## src/design/pmc_pkg.sv

```systemverilog
// Constants shared by the PHY management control/status block.
// Assumes a 16-bit management register file reached over MDC/MDIO.
package pmc_pkg;

  localparam int REG_W = 16;
  localparam int REG_ADDR_W = 5;
  localparam int PHY_ADDR_W = 5;
  localparam int MII_DATA_W = 4;
  localparam int SPEED_W = 2;
  localparam int ABILITY_W = 5;
  localparam int CNT_W = 5;

  // Register offsets
  localparam logic [REG_ADDR_W-1:0] REG_CTRL = 5'h00;
  localparam logic [REG_ADDR_W-1:0] REG_STAT = 5'h01;

  // Control register fields
  localparam int CTRL_RST = 15;
  localparam int CTRL_LB = 14;
  localparam int CTRL_SSL = 13;
  localparam int CTRL_AUTONEG_ENABLE = 12;
  localparam int CTRL_PD = 11;
  localparam int CTRL_ISO = 10;
  localparam int CTRL_AUTONEG_RESTART = 9;
  localparam int CTRL_FORCED_DUPLEX = 8;
  localparam int CTRL_COL = 7;
  localparam int CTRL_SSM = 6;
  localparam logic [REG_W-1:0] CTRL_RESET_VAL = 16'h1040;
  localparam logic [5:0] CTRL_RES_BITS = 6'h00;

  // Status register fields
  localparam int STAT_ABIL_HI = 15;
  localparam int STAT_ABIL_LO = 11;
  localparam int STAT_ANOK = 5;
  localparam int STAT_RF = 4;
  localparam int STAT_LS = 2;
  localparam int STAT_JD = 1;
  localparam logic [REG_W-1:0] STAT_RESET_VAL = 16'h7949;
  // Constant bits 10:0 apart from the live and latched ones
  localparam logic [REG_W-1:0] STAT_FIXED_MASK = 16'h07C9;
  localparam logic [ABILITY_W-1:0] ABILITY_DEFAULT = 5'h0F;

  // Forced speed codes
  localparam logic [SPEED_W-1:0] SPEED_10 = 2'h0;
  localparam logic [SPEED_W-1:0] SPEED_100 = 2'h1;
  localparam logic [SPEED_W-1:0] SPEED_1000 = 2'h2;
  localparam logic [SPEED_W-1:0] SPEED_RSVD = 2'h3;

  // Management frame
  localparam logic [1:0] OP_WRITE = 2'h1;
  localparam logic [1:0] OP_READ = 2'h2;
  localparam logic [CNT_W-1:0] HDR_LAST = 5'h0B;
  localparam logic [CNT_W-1:0] TA_LAST = 5'h01;
  localparam logic [CNT_W-1:0] DATA_BITS = 5'h10;
  localparam logic [CNT_W-1:0] DATA_LAST = 5'h0F;
  localparam logic [CNT_W-1:0] SKIP_LAST = 5'h11;

  // Timing
  localparam int CLK_PERIOD_NS = 50;
  localparam int SOFT_RESET_NS = 1000;
  localparam int SOFT_RESET_CYC =
    (SOFT_RESET_NS + CLK_PERIOD_NS - 1) / CLK_PERIOD_NS;
  localparam int RST_CNT_W = 8;
  localparam logic [RST_CNT_W-1:0] SOFT_RESET_LAST =
    RST_CNT_W'(SOFT_RESET_CYC - 1);

endpackage

```

## src/design/pmc_regs.sv

```systemverilog
// PHY basic control and status registers behind the management interface.
// Assumes the media side supplies negotiation results and live status.
//
// Operation
// RULE_01: Autoneg enabled ignores force bits; disabled, force bits set speed, duplex.
// RULE_02: Power-down bit lowers power; management accesses still work.
// RULE_03: Power-down drops the link and stops all MAC-side data paths.
// RULE_04: Isolate ignores MAC inputs and floats all MAC outputs.
// RULE_05: Restart bit restarts autonegotiation, ignored while autoneg disabled.
// RULE_06: Restart bit clears itself once the new negotiation has begun.
// RULE_07: Forced duplex, 0 half 1 full, only counts with autoneg off.
// RULE_08: Loop-back mode disregards the forced duplex bit.
// RULE_09: Collision test copies transmit enable onto collision quickly.
// RULE_10: Control bit 6 is the forced speed code MSB.
// RULE_11: Control bits 5:0 are reserved, read-only, read as zero.
// RULE_12: Status register is read-only; writes change nothing.
// RULE_13: Status bit 15 reports 100BASE-T4 ability.
// RULE_14: Status bit 14 reports 100BASE-TX full duplex ability.
// RULE_15: Status bit 13 reports 100BASE-TX half duplex ability.
// RULE_16: Status bit 12 reports 10BASE-T full duplex ability.
// RULE_17: Status bit 11 reports 10BASE-T half duplex ability.
// RULE_18: Speed code 0 is 10, 1 is 100, 2 is 1000 Mbit/s; 3 reserved.
// RULE_19: Reset bit restores defaults, ends links, then clears itself.
// RULE_20: Loop-back returns transmit data to receive, sends nothing out.
// RULE_21: Status bit 2 shows link up, latches low until read.
// RULE_22: Latched-high status bits hold until the status register is read.
`timescale 1ns/1ps
`default_nettype none
module pmc_regs #(
  parameter logic [pmc_pkg::ABILITY_W-1:0] ABILITIES =
    pmc_pkg::ABILITY_DEFAULT,
  parameter int DATA_W = pmc_pkg::MII_DATA_W
) (
  input wire logic clk,
  input wire logic rst,
  input wire logic ce,
  input wire logic mdc,
  input wire logic mdioIn,
  output logic mdioOut,
  output logic mdioOe,
  input wire logic [pmc_pkg::PHY_ADDR_W-1:0] phyAddr,
  input wire logic [pmc_pkg::SPEED_W-1:0] anSpeed,
  input wire logic anFullDuplex,
  input wire logic anComplete,
  input wire logic anStartAck,
  input wire logic linkLive,
  input wire logic remoteFault,
  input wire logic jabber,
  output logic autonegEnable,
  output logic anRestartReq,
  output logic powerDown,
  output logic loopBack,
  output logic isolate,
  output logic phyReset,
  output logic linkEnable,
  output logic [pmc_pkg::SPEED_W-1:0] opSpeed,
  output logic opFullDuplex,
  input wire logic macTxEn,
  input wire logic [DATA_W-1:0] macTxData,
  output logic macRxDv,
  output logic [DATA_W-1:0] macRxData,
  output logic macCrs,
  output logic macCol,
  output logic macOe,
  input wire logic mediaRxDv,
  input wire logic [DATA_W-1:0] mediaRxData,
  input wire logic mediaCrs,
  input wire logic mediaCol,
  output logic mediaTxEn,
  output logic [DATA_W-1:0] mediaTxData
);
  import pmc_pkg::*;

  function automatic logic hits(input logic [REG_ADDR_W-1:0] addr,
                                input logic [REG_ADDR_W-1:0] target);
    hits = (addr == target);
  endfunction

  logic rdStrobe;
  logic wrStrobe;
  logic [REG_ADDR_W-1:0] regAddr;
  logic [REG_W-1:0] wrData;
  logic [REG_W-1:0] rdData_q;

  logic rstBit_q;
  logic lb_q;
  logic ssl_q;
  logic autoneg_enable_q;
  logic pd_q;
  logic iso_q;
  logic autoneg_restart_q;
  logic forced_duplex_q;
  logic col_q;
  logic ssm_q;
  logic [RST_CNT_W-1:0] rstCnt_q;
  logic linkLatch_q;
  logic rfLatch_q;
  logic jabLatch_q;
  logic speedValid_q;

  logic ctrlWrite;
  logic statusRead;
  logic resetDone;
  logic [SPEED_W-1:0] forcedSpeed;
  logic [REG_W-1:0] ctrlWord;
  logic [REG_W-1:0] statWord;

  pmc_mdio_frame u_frame (
    .clk(clk),
    .rst(rst),
    .ce(ce),
    .mdc(mdc),
    .mdioIn(mdioIn),
    .phyAddr(phyAddr),
    .rdData(rdData_q),
    .mdioOut(mdioOut),
    .mdioOe(mdioOe),
    .rdStrobe(rdStrobe),
    .wrStrobe(wrStrobe),
    .regAddr(regAddr),
    .wrData(wrData)
  );

  pmc_mac_gate #(
    .DATA_W(DATA_W)
  ) u_gate (
    .clk(clk),
    .rst(rst),
    .ce(ce),
    .isolate(iso_q),
    .powerDown(pd_q),
    .loopBack(lb_q),
    .colTest(col_q),
    .macTxEn(macTxEn),
    .macTxData(macTxData),
    .mediaRxDv(mediaRxDv),
    .mediaRxData(mediaRxData),
    .mediaCrs(mediaCrs),
    .mediaCol(mediaCol),
    .macRxDv(macRxDv),
    .macRxData(macRxData),
    .macCrs(macCrs),
    .macCol(macCol),
    .macOe(macOe),
    .mediaTxEn(mediaTxEn),
    .mediaTxData(mediaTxData)
  );

  // Writes land only on the control register; status writes fall away
  assign ctrlWrite = wrStrobe & hits(regAddr, REG_CTRL) & ~rstBit_q; // RULE_12
  assign statusRead = rdStrobe & hits(regAddr, REG_STAT);
  // Gated by ce so a paused clock enable cannot end the reset early
  assign resetDone = ce & rstBit_q & (rstCnt_q == SOFT_RESET_LAST);
  assign forcedSpeed = {ssm_q, ssl_q}; // RULE_10

  // Control fields; a write asking for reset only arms the reset sequence
  always_ff @(posedge clk) begin
    if (rst || resetDone) begin
      lb_q <= CTRL_RESET_VAL[CTRL_LB]; // RULE_19
      ssl_q <= CTRL_RESET_VAL[CTRL_SSL];
      autoneg_enable_q <= CTRL_RESET_VAL[CTRL_AUTONEG_ENABLE];
      pd_q <= CTRL_RESET_VAL[CTRL_PD];
      iso_q <= CTRL_RESET_VAL[CTRL_ISO];
      forced_duplex_q <= CTRL_RESET_VAL[CTRL_FORCED_DUPLEX];
      col_q <= CTRL_RESET_VAL[CTRL_COL];
      ssm_q <= CTRL_RESET_VAL[CTRL_SSM];
    end else if (ce && ctrlWrite && !wrData[CTRL_RST]) begin
      lb_q <= wrData[CTRL_LB];
      ssl_q <= wrData[CTRL_SSL];
      autoneg_enable_q <= wrData[CTRL_AUTONEG_ENABLE];
      pd_q <= wrData[CTRL_PD]; // RULE_02
      iso_q <= wrData[CTRL_ISO]; // RULE_04
      forced_duplex_q <= wrData[CTRL_FORCED_DUPLEX];
      col_q <= wrData[CTRL_COL]; // RULE_09
      ssm_q <= wrData[CTRL_SSM]; // RULE_10
    end
  end

  // Self-clearing reset bit held for a fixed time while the PHY resets
  always_ff @(posedge clk) begin
    if (rst) begin
      rstBit_q <= 1'b0;
      rstCnt_q <= '0;
    end else if (ce) begin
      if (resetDone) begin
        rstBit_q <= 1'b0; // RULE_19
        rstCnt_q <= '0;
      end else if (rstBit_q) begin
        rstCnt_q <= rstCnt_q + 1'b1;
      end else if (ctrlWrite && wrData[CTRL_RST]) begin
        rstBit_q <= 1'b1; // RULE_19
        rstCnt_q <= '0;
      end
    end
  end

  // Restart request: a new write beats an acknowledge in the same cycle
  always_ff @(posedge clk) begin
    if (rst || resetDone) begin
      autoneg_restart_q <= 1'b0;
    end else if (ce) begin
      if (ctrlWrite && !wrData[CTRL_RST] && wrData[CTRL_AUTONEG_RESTART]
          && wrData[CTRL_AUTONEG_ENABLE]) begin
        autoneg_restart_q <= 1'b1; // RULE_05
      end else if (anStartAck || !autoneg_enable_q) begin
        autoneg_restart_q <= 1'b0; // RULE_06
      end
    end
  end

  // Operating speed and duplex
  always_ff @(posedge clk) begin
    if (rst) begin
      opSpeed <= {CTRL_RESET_VAL[CTRL_SSM], CTRL_RESET_VAL[CTRL_SSL]};
      opFullDuplex <= CTRL_RESET_VAL[CTRL_FORCED_DUPLEX];
      speedValid_q <= 1'b1;
    end else if (ce) begin
      if (autoneg_enable_q) begin
        opSpeed <= anSpeed; // RULE_01
        opFullDuplex <= anFullDuplex;
        speedValid_q <= 1'b1;
      end else begin
        // Reserved code leaves the last valid speed in place
        if (forcedSpeed != SPEED_RSVD) begin
          opSpeed <= forcedSpeed; // RULE_18
          speedValid_q <= 1'b1;
        end else begin
          speedValid_q <= 1'b0;
        end
        // With autoneg disabled, loop-back always runs full duplex
        opFullDuplex <= lb_q ? 1'b1 : forced_duplex_q; // RULE_07 RULE_08
      end
    end
  end

  // Data link enable; drops one cycle after the power-down or soft reset bit sets
  always_ff @(posedge clk) begin
    if (rst) begin
      linkEnable <= 1'b0;
    end else if (ce) begin
      linkEnable <= ~pd_q & ~rstBit_q; // RULE_03 RULE_19
    end
  end

  // Latched status: event wins over the clear that a read performs
  always_ff @(posedge clk) begin
    if (rst || resetDone) begin
      linkLatch_q <= STAT_RESET_VAL[STAT_LS];
      rfLatch_q <= STAT_RESET_VAL[STAT_RF];
      jabLatch_q <= STAT_RESET_VAL[STAT_JD];
    end else if (ce) begin
      if (statusRead) begin
        linkLatch_q <= linkLive; // RULE_21
        rfLatch_q <= remoteFault; // RULE_22
        jabLatch_q <= jabber;
      end else begin
        if (!linkLive) begin
          linkLatch_q <= 1'b0; // RULE_21
        end
        if (remoteFault) begin
          rfLatch_q <= 1'b1; // RULE_22
        end
        if (jabber) begin
          jabLatch_q <= 1'b1;
        end
      end
    end
  end

  always_comb begin
    ctrlWord = {rstBit_q, lb_q, ssl_q, autoneg_enable_q, pd_q, iso_q, autoneg_restart_q, forced_duplex_q,
                col_q, ssm_q, CTRL_RES_BITS}; // RULE_11
  end

  always_comb begin
    statWord = STAT_RESET_VAL & STAT_FIXED_MASK;
    // RULE_13 RULE_14 RULE_15 RULE_16 RULE_17
    statWord[STAT_ABIL_HI:STAT_ABIL_LO] = ABILITIES;
    statWord[STAT_ANOK] = anComplete;
    statWord[STAT_RF] = rfLatch_q;
    statWord[STAT_LS] = linkLatch_q;
    statWord[STAT_JD] = jabLatch_q;
  end

  // Read data is captured at the read strobe, before latches update
  always_ff @(posedge clk) begin
    if (rst) begin
      rdData_q <= '0;
    end else if (ce && rdStrobe) begin
      if (hits(regAddr, REG_CTRL)) begin
        rdData_q <= ctrlWord;
      end else if (hits(regAddr, REG_STAT)) begin
        rdData_q <= statWord;
      end else begin
        rdData_q <= '0;
      end
    end
  end

  assign autonegEnable = autoneg_enable_q;
  assign anRestartReq = autoneg_restart_q;
  assign powerDown = pd_q;
  assign loopBack = lb_q;
  assign isolate = iso_q;
  assign phyReset = rstBit_q;
endmodule
`default_nettype wire

```

## src/design/pmc_mdio_frame.sv

```systemverilog
// Management frame engine: parses read/write frames on MDC/MDIO.
// Assumes MDC and MDIO are synchronous to clk and much slower than it.
`timescale 1ns/1ps
`default_nettype none
module pmc_mdio_frame (
  input wire logic clk,
  input wire logic rst,
  input wire logic ce,
  input wire logic mdc,
  input wire logic mdioIn,
  input wire logic [pmc_pkg::PHY_ADDR_W-1:0] phyAddr,
  input wire logic [pmc_pkg::REG_W-1:0] rdData,
  output logic mdioOut,
  output logic mdioOe,
  output logic rdStrobe,
  output logic wrStrobe,
  output logic [pmc_pkg::REG_ADDR_W-1:0] regAddr,
  output logic [pmc_pkg::REG_W-1:0] wrData
);
  import pmc_pkg::*;

  typedef enum logic [2:0] {
    F_IDLE, F_START, F_HDR, F_RTA, F_RDATA, F_WTA, F_WDATA, F_SKIP
  } pmc_frame_state_t;

  pmc_frame_state_t state_q;
  logic mdcPrev_q;
  logic sawOne_q;
  logic [CNT_W-1:0] cnt_q;
  logic [10:0] hdr_q;
  logic [REG_W-1:0] shift_q;
  logic mdcRise;
  logic [11:0] hdrFull;

  assign mdcRise = mdc & ~mdcPrev_q;
  assign hdrFull = {hdr_q, mdioIn};

  always_ff @(posedge clk) begin
    if (rst) begin
      mdcPrev_q <= 1'b0;
    end else if (ce) begin
      mdcPrev_q <= mdc;
    end
  end

  // No preamble needed: an idle one followed by start bits opens a frame
  always_ff @(posedge clk) begin
    if (rst) begin
      state_q <= F_IDLE;
      sawOne_q <= 1'b0;
      cnt_q <= '0;
      hdr_q <= '0;
      shift_q <= '0;
      mdioOut <= 1'b0;
      mdioOe <= 1'b0;
      rdStrobe <= 1'b0;
      wrStrobe <= 1'b0;
      regAddr <= '0;
      wrData <= '0;
    end else if (ce) begin
      rdStrobe <= 1'b0;
      wrStrobe <= 1'b0;
      if (mdcRise) begin
        unique case (state_q)
          F_IDLE: begin
            if (mdioIn) begin
              sawOne_q <= 1'b1;
            end else if (sawOne_q) begin
              sawOne_q <= 1'b0;
              state_q <= F_START;
            end
          end
          F_START: begin
            cnt_q <= '0;
            state_q <= mdioIn ? F_HDR : F_IDLE;
          end
          F_HDR: begin
            hdr_q <= hdrFull[10:0];
            cnt_q <= cnt_q + 1'b1;
            if (cnt_q == HDR_LAST) begin
              cnt_q <= '0;
              regAddr <= hdrFull[4:0];
              if (hdrFull[9:5] != phyAddr) begin
                state_q <= F_SKIP;
              end else if (hdrFull[11:10] == OP_READ) begin
                rdStrobe <= 1'b1;
                state_q <= F_RTA;
              end else if (hdrFull[11:10] == OP_WRITE) begin
                state_q <= F_WTA;
              end else begin
                state_q <= F_IDLE;
              end
            end
          end
          F_RTA: begin
            mdioOe <= 1'b1;
            mdioOut <= 1'b0;
            shift_q <= rdData;
            cnt_q <= '0;
            state_q <= F_RDATA;
          end
          F_RDATA: begin
            if (cnt_q == DATA_BITS) begin
              mdioOe <= 1'b0;
              mdioOut <= 1'b0;
              state_q <= F_IDLE;
            end else begin
              mdioOut <= shift_q[REG_W-1];
              shift_q <= {shift_q[REG_W-2:0], 1'b0};
              cnt_q <= cnt_q + 1'b1;
            end
          end
          F_WTA: begin
            cnt_q <= cnt_q + 1'b1;
            if (cnt_q == TA_LAST) begin
              cnt_q <= '0;
              state_q <= F_WDATA;
            end
          end
          F_WDATA: begin
            shift_q <= {shift_q[REG_W-2:0], mdioIn};
            cnt_q <= cnt_q + 1'b1;
            if (cnt_q == DATA_LAST) begin
              wrData <= {shift_q[REG_W-2:0], mdioIn};
              wrStrobe <= 1'b1;
              state_q <= F_IDLE;
            end
          end
          F_SKIP: begin
            // Frames for other addresses are stepped over, not decoded
            cnt_q <= cnt_q + 1'b1;
            if (cnt_q == SKIP_LAST) begin
              state_q <= F_IDLE;
            end
          end
        endcase
      end
    end
  end
endmodule
`default_nettype wire

```

## src/design/pmc_mac_gate.sv

```systemverilog
// MAC-side data path gating: isolate, power-down, loop-back, collision test.
// Assumes nibble-wide MII data synchronous to clk.
`timescale 1ns/1ps
`default_nettype none
module pmc_mac_gate #(
  parameter int DATA_W = pmc_pkg::MII_DATA_W
) (
  input wire logic clk,
  input wire logic rst,
  input wire logic ce,
  input wire logic isolate,
  input wire logic powerDown,
  input wire logic loopBack,
  input wire logic colTest,
  input wire logic macTxEn,
  input wire logic [DATA_W-1:0] macTxData,
  input wire logic mediaRxDv,
  input wire logic [DATA_W-1:0] mediaRxData,
  input wire logic mediaCrs,
  input wire logic mediaCol,
  output logic macRxDv,
  output logic [DATA_W-1:0] macRxData,
  output logic macCrs,
  output logic macCol,
  output logic macOe,
  output logic mediaTxEn,
  output logic [DATA_W-1:0] mediaTxData
);
  import pmc_pkg::*;

  always_ff @(posedge clk) begin
    if (rst) begin
      macOe <= 1'b0;
    end else if (ce) begin
      macOe <= ~isolate; // RULE_04
    end
  end

  always_ff @(posedge clk) begin
    if (rst) begin
      macRxDv <= 1'b0;
      macRxData <= '0;
      macCrs <= 1'b0;
      macCol <= 1'b0;
      mediaTxEn <= 1'b0;
      mediaTxData <= '0;
    end else if (ce) begin
      if (isolate || powerDown) begin
        // Inputs ignored and nothing moves in either direction
        macRxDv <= 1'b0; // RULE_03
        macRxData <= '0;
        macCrs <= 1'b0;
        macCol <= 1'b0; // RULE_04
        mediaTxEn <= 1'b0;
        mediaTxData <= '0;
      end else if (loopBack) begin
        macRxDv <= macTxEn; // RULE_20
        macRxData <= macTxData;
        macCrs <= macTxEn;
        macCol <= colTest & macTxEn; // RULE_09
        mediaTxEn <= 1'b0; // RULE_20
        mediaTxData <= '0;
      end else begin
        macRxDv <= mediaRxDv;
        macRxData <= mediaRxData;
        macCrs <= mediaCrs;
        // One register stage is the least latency this path allows
        macCol <= colTest ? macTxEn : mediaCol; // RULE_09
        mediaTxEn <= macTxEn;
        mediaTxData <= macTxData;
      end
    end
  end
endmodule
`default_nettype wire

```

## config.mk

```make
export PLATFORM = sky130hd
export DESIGN_NAME = pmc_regs
export DESIGN_NICKNAME = d
export VERILOG_FILES = /design/src/design/pmc_pkg.sv /design/src/design/pmc_regs.sv /design/src/design/pmc_mdio_frame.sv /design/src/design/pmc_mac_gate.sv
export SDC_FILE = /design/constraint.sdc
export NUM_CORES = 1
export LEC_CHECK = 0
export ABC_AREA = 1
export BUFFER_PORTS_ARGS = -buffer_cell sky130_fd_sc_hd__buf_2
export CAP_MARGIN = 40
export CORE_ASPECT_RATIO = 1.75
export CORE_MARGIN = 5
export CORE_UTILIZATION = 46
export DETAILED_ROUTE_END_ITERATION = 16
export PLACE_DENSITY = 0.65
export SLEW_MARGIN = 30
export SYNTH_ARGS = -nofsm -noshare
export SYNTH_HDL_FRONTEND = slang
export SYNTH_SLANG_ARGS = --single-unit
```

## constraint.sdc

```tcl
create_clock -name clk -period 3.9 [get_ports clk]
set_clock_uncertainty 0.2 [all_clocks]
set_input_delay 1.17 -clock clk [delete_from_list [all_inputs] [get_ports clk]]
set_output_delay 1.17 -clock clk [all_outputs]
set_load 0.02 [all_outputs]
```

==> qor.yml <==
timing.critical_path.slowest_stage_cell: "sky130_fd_sc_hd__nand3_2"
grt_max_degree: 52
grt_first_pass_wirelength_mm: 19.89
synth_compound_gate_area_share: 0.1841
max_slew_violation_total_from_the_final_report: 0
cts.htree.levels: 3
drt-vias-per-instance: 5.207
total_negative_slack_ps: 0
postSynthCellCount: 686
timing.critical_path.from_type: "input pin"
pwr-share-clk: 0.441
dp_slack_ps: 814.2
required_time_worst_endpoint_ps: 3910
power_frac_seq: 0.507
layout.nets: 761
port_buffers: 54
synth.yosys.seq_area_share: 0.4484
io_pins: 55
synth_simple_gate_area_frac: 0.2579
longest_clk_path_bufs: 2
hpwl_mm: 8.849
drt.antenna.violating_nets: 0
worstMarginPinSlew_ps: 618.9
synth_fa_ha_area_frac: 0.01800
worstPathArrival_ps: 2760
clk_pin_slew_worst_paths_ps: 70
grt.overflow.total: 0
max_fo_critical_path: 32
post-route-util: 0.5361
timing.critical_path.cells: "buf_2 -> nand2_2 -> nor2_8 -> nand3_2 -> o21ai_0 -> a21oi_1"
clock_tree.root_cell: "sky130_fd_sc_hd__clkbuf_16"
hold_viol_final: 0
power_per_cell_area_nw_per_um2: 404.6
timing.rr.end: "u_frame.shift_q[9]"
drcViolationCount: 0
syn-cell-area_sq_um: 4866
synth_seq_cells: 109
worst_hold_path.endpoint: "u_frame.shift_q[3]"
synthesis.nets: 723
crit_path_end_kind: "flop"
synthesis_to_layout_area_growth_pct: 13.47
reg2reg_slack_ps: 1750
die-width_um: 87.75
timing.final.ws_setup_ps: 1145
fmax_ghz: 0.3630
p_sw_uw: 473.3
core-area_sq_um: 10300
postCtsSetupBuffers: 0
avgSynthCellArea_sq_um: 7.093
number_of_buffers_created_by_cts: 9
power.ir.vdd_worst_mv: 0.2362
clock_sink_count: 109
number_of_antenna_violations_at_the_first_check_in_global_routing: 0
layout-drive-gt1-share: 0.1262
floorplan.initialDensity: 0.4724
reg2regPathDepth: 8
status: "completed"
cts_repair_resize_count: 0
unique_masters_post_synth: 30
cp.buffers_inverters: 1
class_of_the_tightest_hold_or_removal_check: "reg -> reg"
floorplan.die_area_sq_um: 12820
hold_buffers: 0
wl_per_cell_um: 14.15
rr_startpoint: "u_frame.cnt_q[0]"
combinationalPowerShare: 0.051
period_minus_slack_ps: 2755
grt_pass1_vias: 4267
clk-insertion-delay-late_ps: 340
grt_setup_unrepaired: "false"
num_rows: 49
dpl_cell_area_sq_um: 5184
drtPass1Iterations: 4
num_vias: 4457
maxCapViolCount: 0
totalWireLength_mm: 12.12
hold_start: "u_frame.shift_q[3]"
cell_internal_pwr_uw: 1761
n_antenna_cell: 0
yosys_warnings: 0
track_usage: 0.1939
post-route-cell-area_sq_um: 5522
tritoncts: "done"
period_share: 0.7064
swShare: 0.2119
leakagePower_uw: 0.002257
fp.dieH_um: 146.1
slew_headroom: 0.5870
parity_gate_share_of_the_synthesized_area_counting_xor_and_xnor_cells: 0.005400
finalSetupViolations: 0
drt_iter0_markers: 330
muxShareOfSynthArea: 0
combinational_family_with_the_most_area_after_synthesis: "simple AND/OR/NAND/NOR gates"
worstSetupPathType: "in -> reg"
place.gp.congestion: 0.8729
critical-path-max-stage-delay_ps: 450
min_path_cells: 2
critPathTopFamily: "simple AND/OR/NAND/NOR gates"
holdWs_ps: 253.1
worst reg2reg max path: cells and delay by family (launching register included):
kind | cells | cell delay, ps
buffers and inverters | 2 | 190
and+or+nand+nor | 3 | 600
adders and majority gates | 1 | 200
DFF | 1 | 380
AOI/OAI and AO/OA | 2 | 440
logic make-up after synthesis:
logic type	count (synthesis)
buf+inv	106
xor+xnor	3
simple gates	286
fa+ha+maj	7
flops	109
compound gates	175
cell usage in the layout, fill, tap and decap left out, drive strengths merged, types with 2 or more instances in the layout:
cell	instances
a21oi	84
a31oi	6
buf	59
bufinv	2
clkbuf	12
clkinv	2
dfxtp	109
ha	7
inv	74
nand2	150
nand3	40
nand3b	3
nand4	11
nor2	69
nor3	11
o211ai	2
o21a	2
o21ai	80
xor2	2
cells in the mapped netlist:
cell type / instances / share of area
sky130_fd_sc_hd__nor3b_1: 1 / 0.0015
sky130_fd_sc_hd__o21ai_0: 80 / 0.082
sky130_fd_sc_hd__a21oi_1: 84 / 0.086
sky130_fd_sc_hd__dfxtp_1: 109 / 0.45
sky130_fd_sc_hd__nor2_8: 1 / 0.0041
sky130_fd_sc_hd__nor3_2: 3 / 0.0062
sky130_fd_sc_hd__nor3_4: 1 / 0.0033
sky130_fd_sc_hd__o211ai_1: 2 / 0.0031
sky130_fd_sc_hd__a31oi_1: 6 / 0.0077
sky130_fd_sc_hd__clkbuf_1: 21 / 0.016
sky130_fd_sc_hd__a211oi_1: 1 / 0.0015
sky130_fd_sc_hd__nand3b_1: 3 / 0.0046
sky130_fd_sc_hd__nand2_2: 3 / 0.0039
sky130_fd_sc_hd__buf_4: 3 / 0.0046
sky130_fd_sc_hd__nor2_1: 63 / 0.049
sky130_fd_sc_hd__and3_1: 1 / 0.0013
sky130_fd_sc_hd__nor2_4: 1 / 0.0023
sky130_fd_sc_hd__nand3_2: 1 / 0.0021
sky130_fd_sc_hd__ha_1: 7 / 0.018
sky130_fd_sc_hd__nand2_1: 147 / 0.11
sky130_fd_sc_hd__inv_1: 70 / 0.054
sky130_fd_sc_hd__xnor2_1: 1 / 0.0018
sky130_fd_sc_hd__o21a_1: 2 / 0.0031
sky130_fd_sc_hd__inv_2: 4 / 0.0031
sky130_fd_sc_hd__nand4_1: 11 / 0.014
sky130_fd_sc_hd__nor2_2: 4 / 0.0051
sky130_fd_sc_hd__xor2_1: 2 / 0.0036
sky130_fd_sc_hd__nor3_1: 7 / 0.0072
sky130_fd_sc_hd__nand3_1: 39 / 0.040
sky130_fd_sc_hd__buf_2: 8 / 0.0082
power groups by stage:
stage,logic [uW],registers [uW],clock network (uW)
6_report,115,1130,986
2_1_floorplan,59.2,1170,0
3_3_place_gp,113,1160,0
3_5_place_dp,115,1160,0
4_1_cts,115,1130,1010
5_1_grt,129,1130,1060
metrics by stage:
step	total power, uW	instances
2_1_floorplan	1230	686
3_3_place_gp	1271	839
3_5_place_dp	1273	839
4_1_cts	2254	855
5_1_grt	2320	856
6_report	2234	856
how the worst max path moves through the flow:
stage / startpoint / endpoint / slack [ps] / depth (start not counted)
3_3_place_gp: ce / u_frame.shift_q[15] / 910 / 6
5_1_grt: ce / u_frame.shift_q[3] / 980 / 6
3_5_place_dp: ce / u_frame.shift_q[1] / 810 / 6
2_1_floorplan: rst / col_q / 1570 / 7
6_report: ce / u_frame.shift_q[9] / 1150 / 6
4_1_cts: ce / u_frame.shift_q[1] / 1180 / 6
flip-flops by register name (all words and copies together), names as in the netlist, 3 cells and up:
| register | count |
|---|---|
| rdData_q | 15 |
| u_frame.state_q | 3 |
| u_gate.mediaTxData | 4 |
| u_frame.shift_q | 16 |
| u_gate.macRxData | 4 |
| u_frame.cnt_q | 5 |
| u_frame.hdr_q | 11 |
| u_frame.wrData | 10 |
| rstCnt_q | 8 |
| u_frame.regAddr | 5 |
layer usage:
layer	global-route usage	part of all wire	wire length [um]
met5	0	0	0
met4	0.07220	0.020	245
met3	0.03890	0.044	529
met2	0.3565	0.55	6688
met1	0.2114	0.38	4651
final cells by class:
type,instances,area (sq um)
fillers,1003,4778
multi-input cells,471,2265
flip-flops and latches,109,2182
repair buffers,59,311.5
inverters,74,277.8
clock buffers,12,256.5
well taps,127,158.9
clock inverters,4,70.07
(Power assumes the default switching activity.)
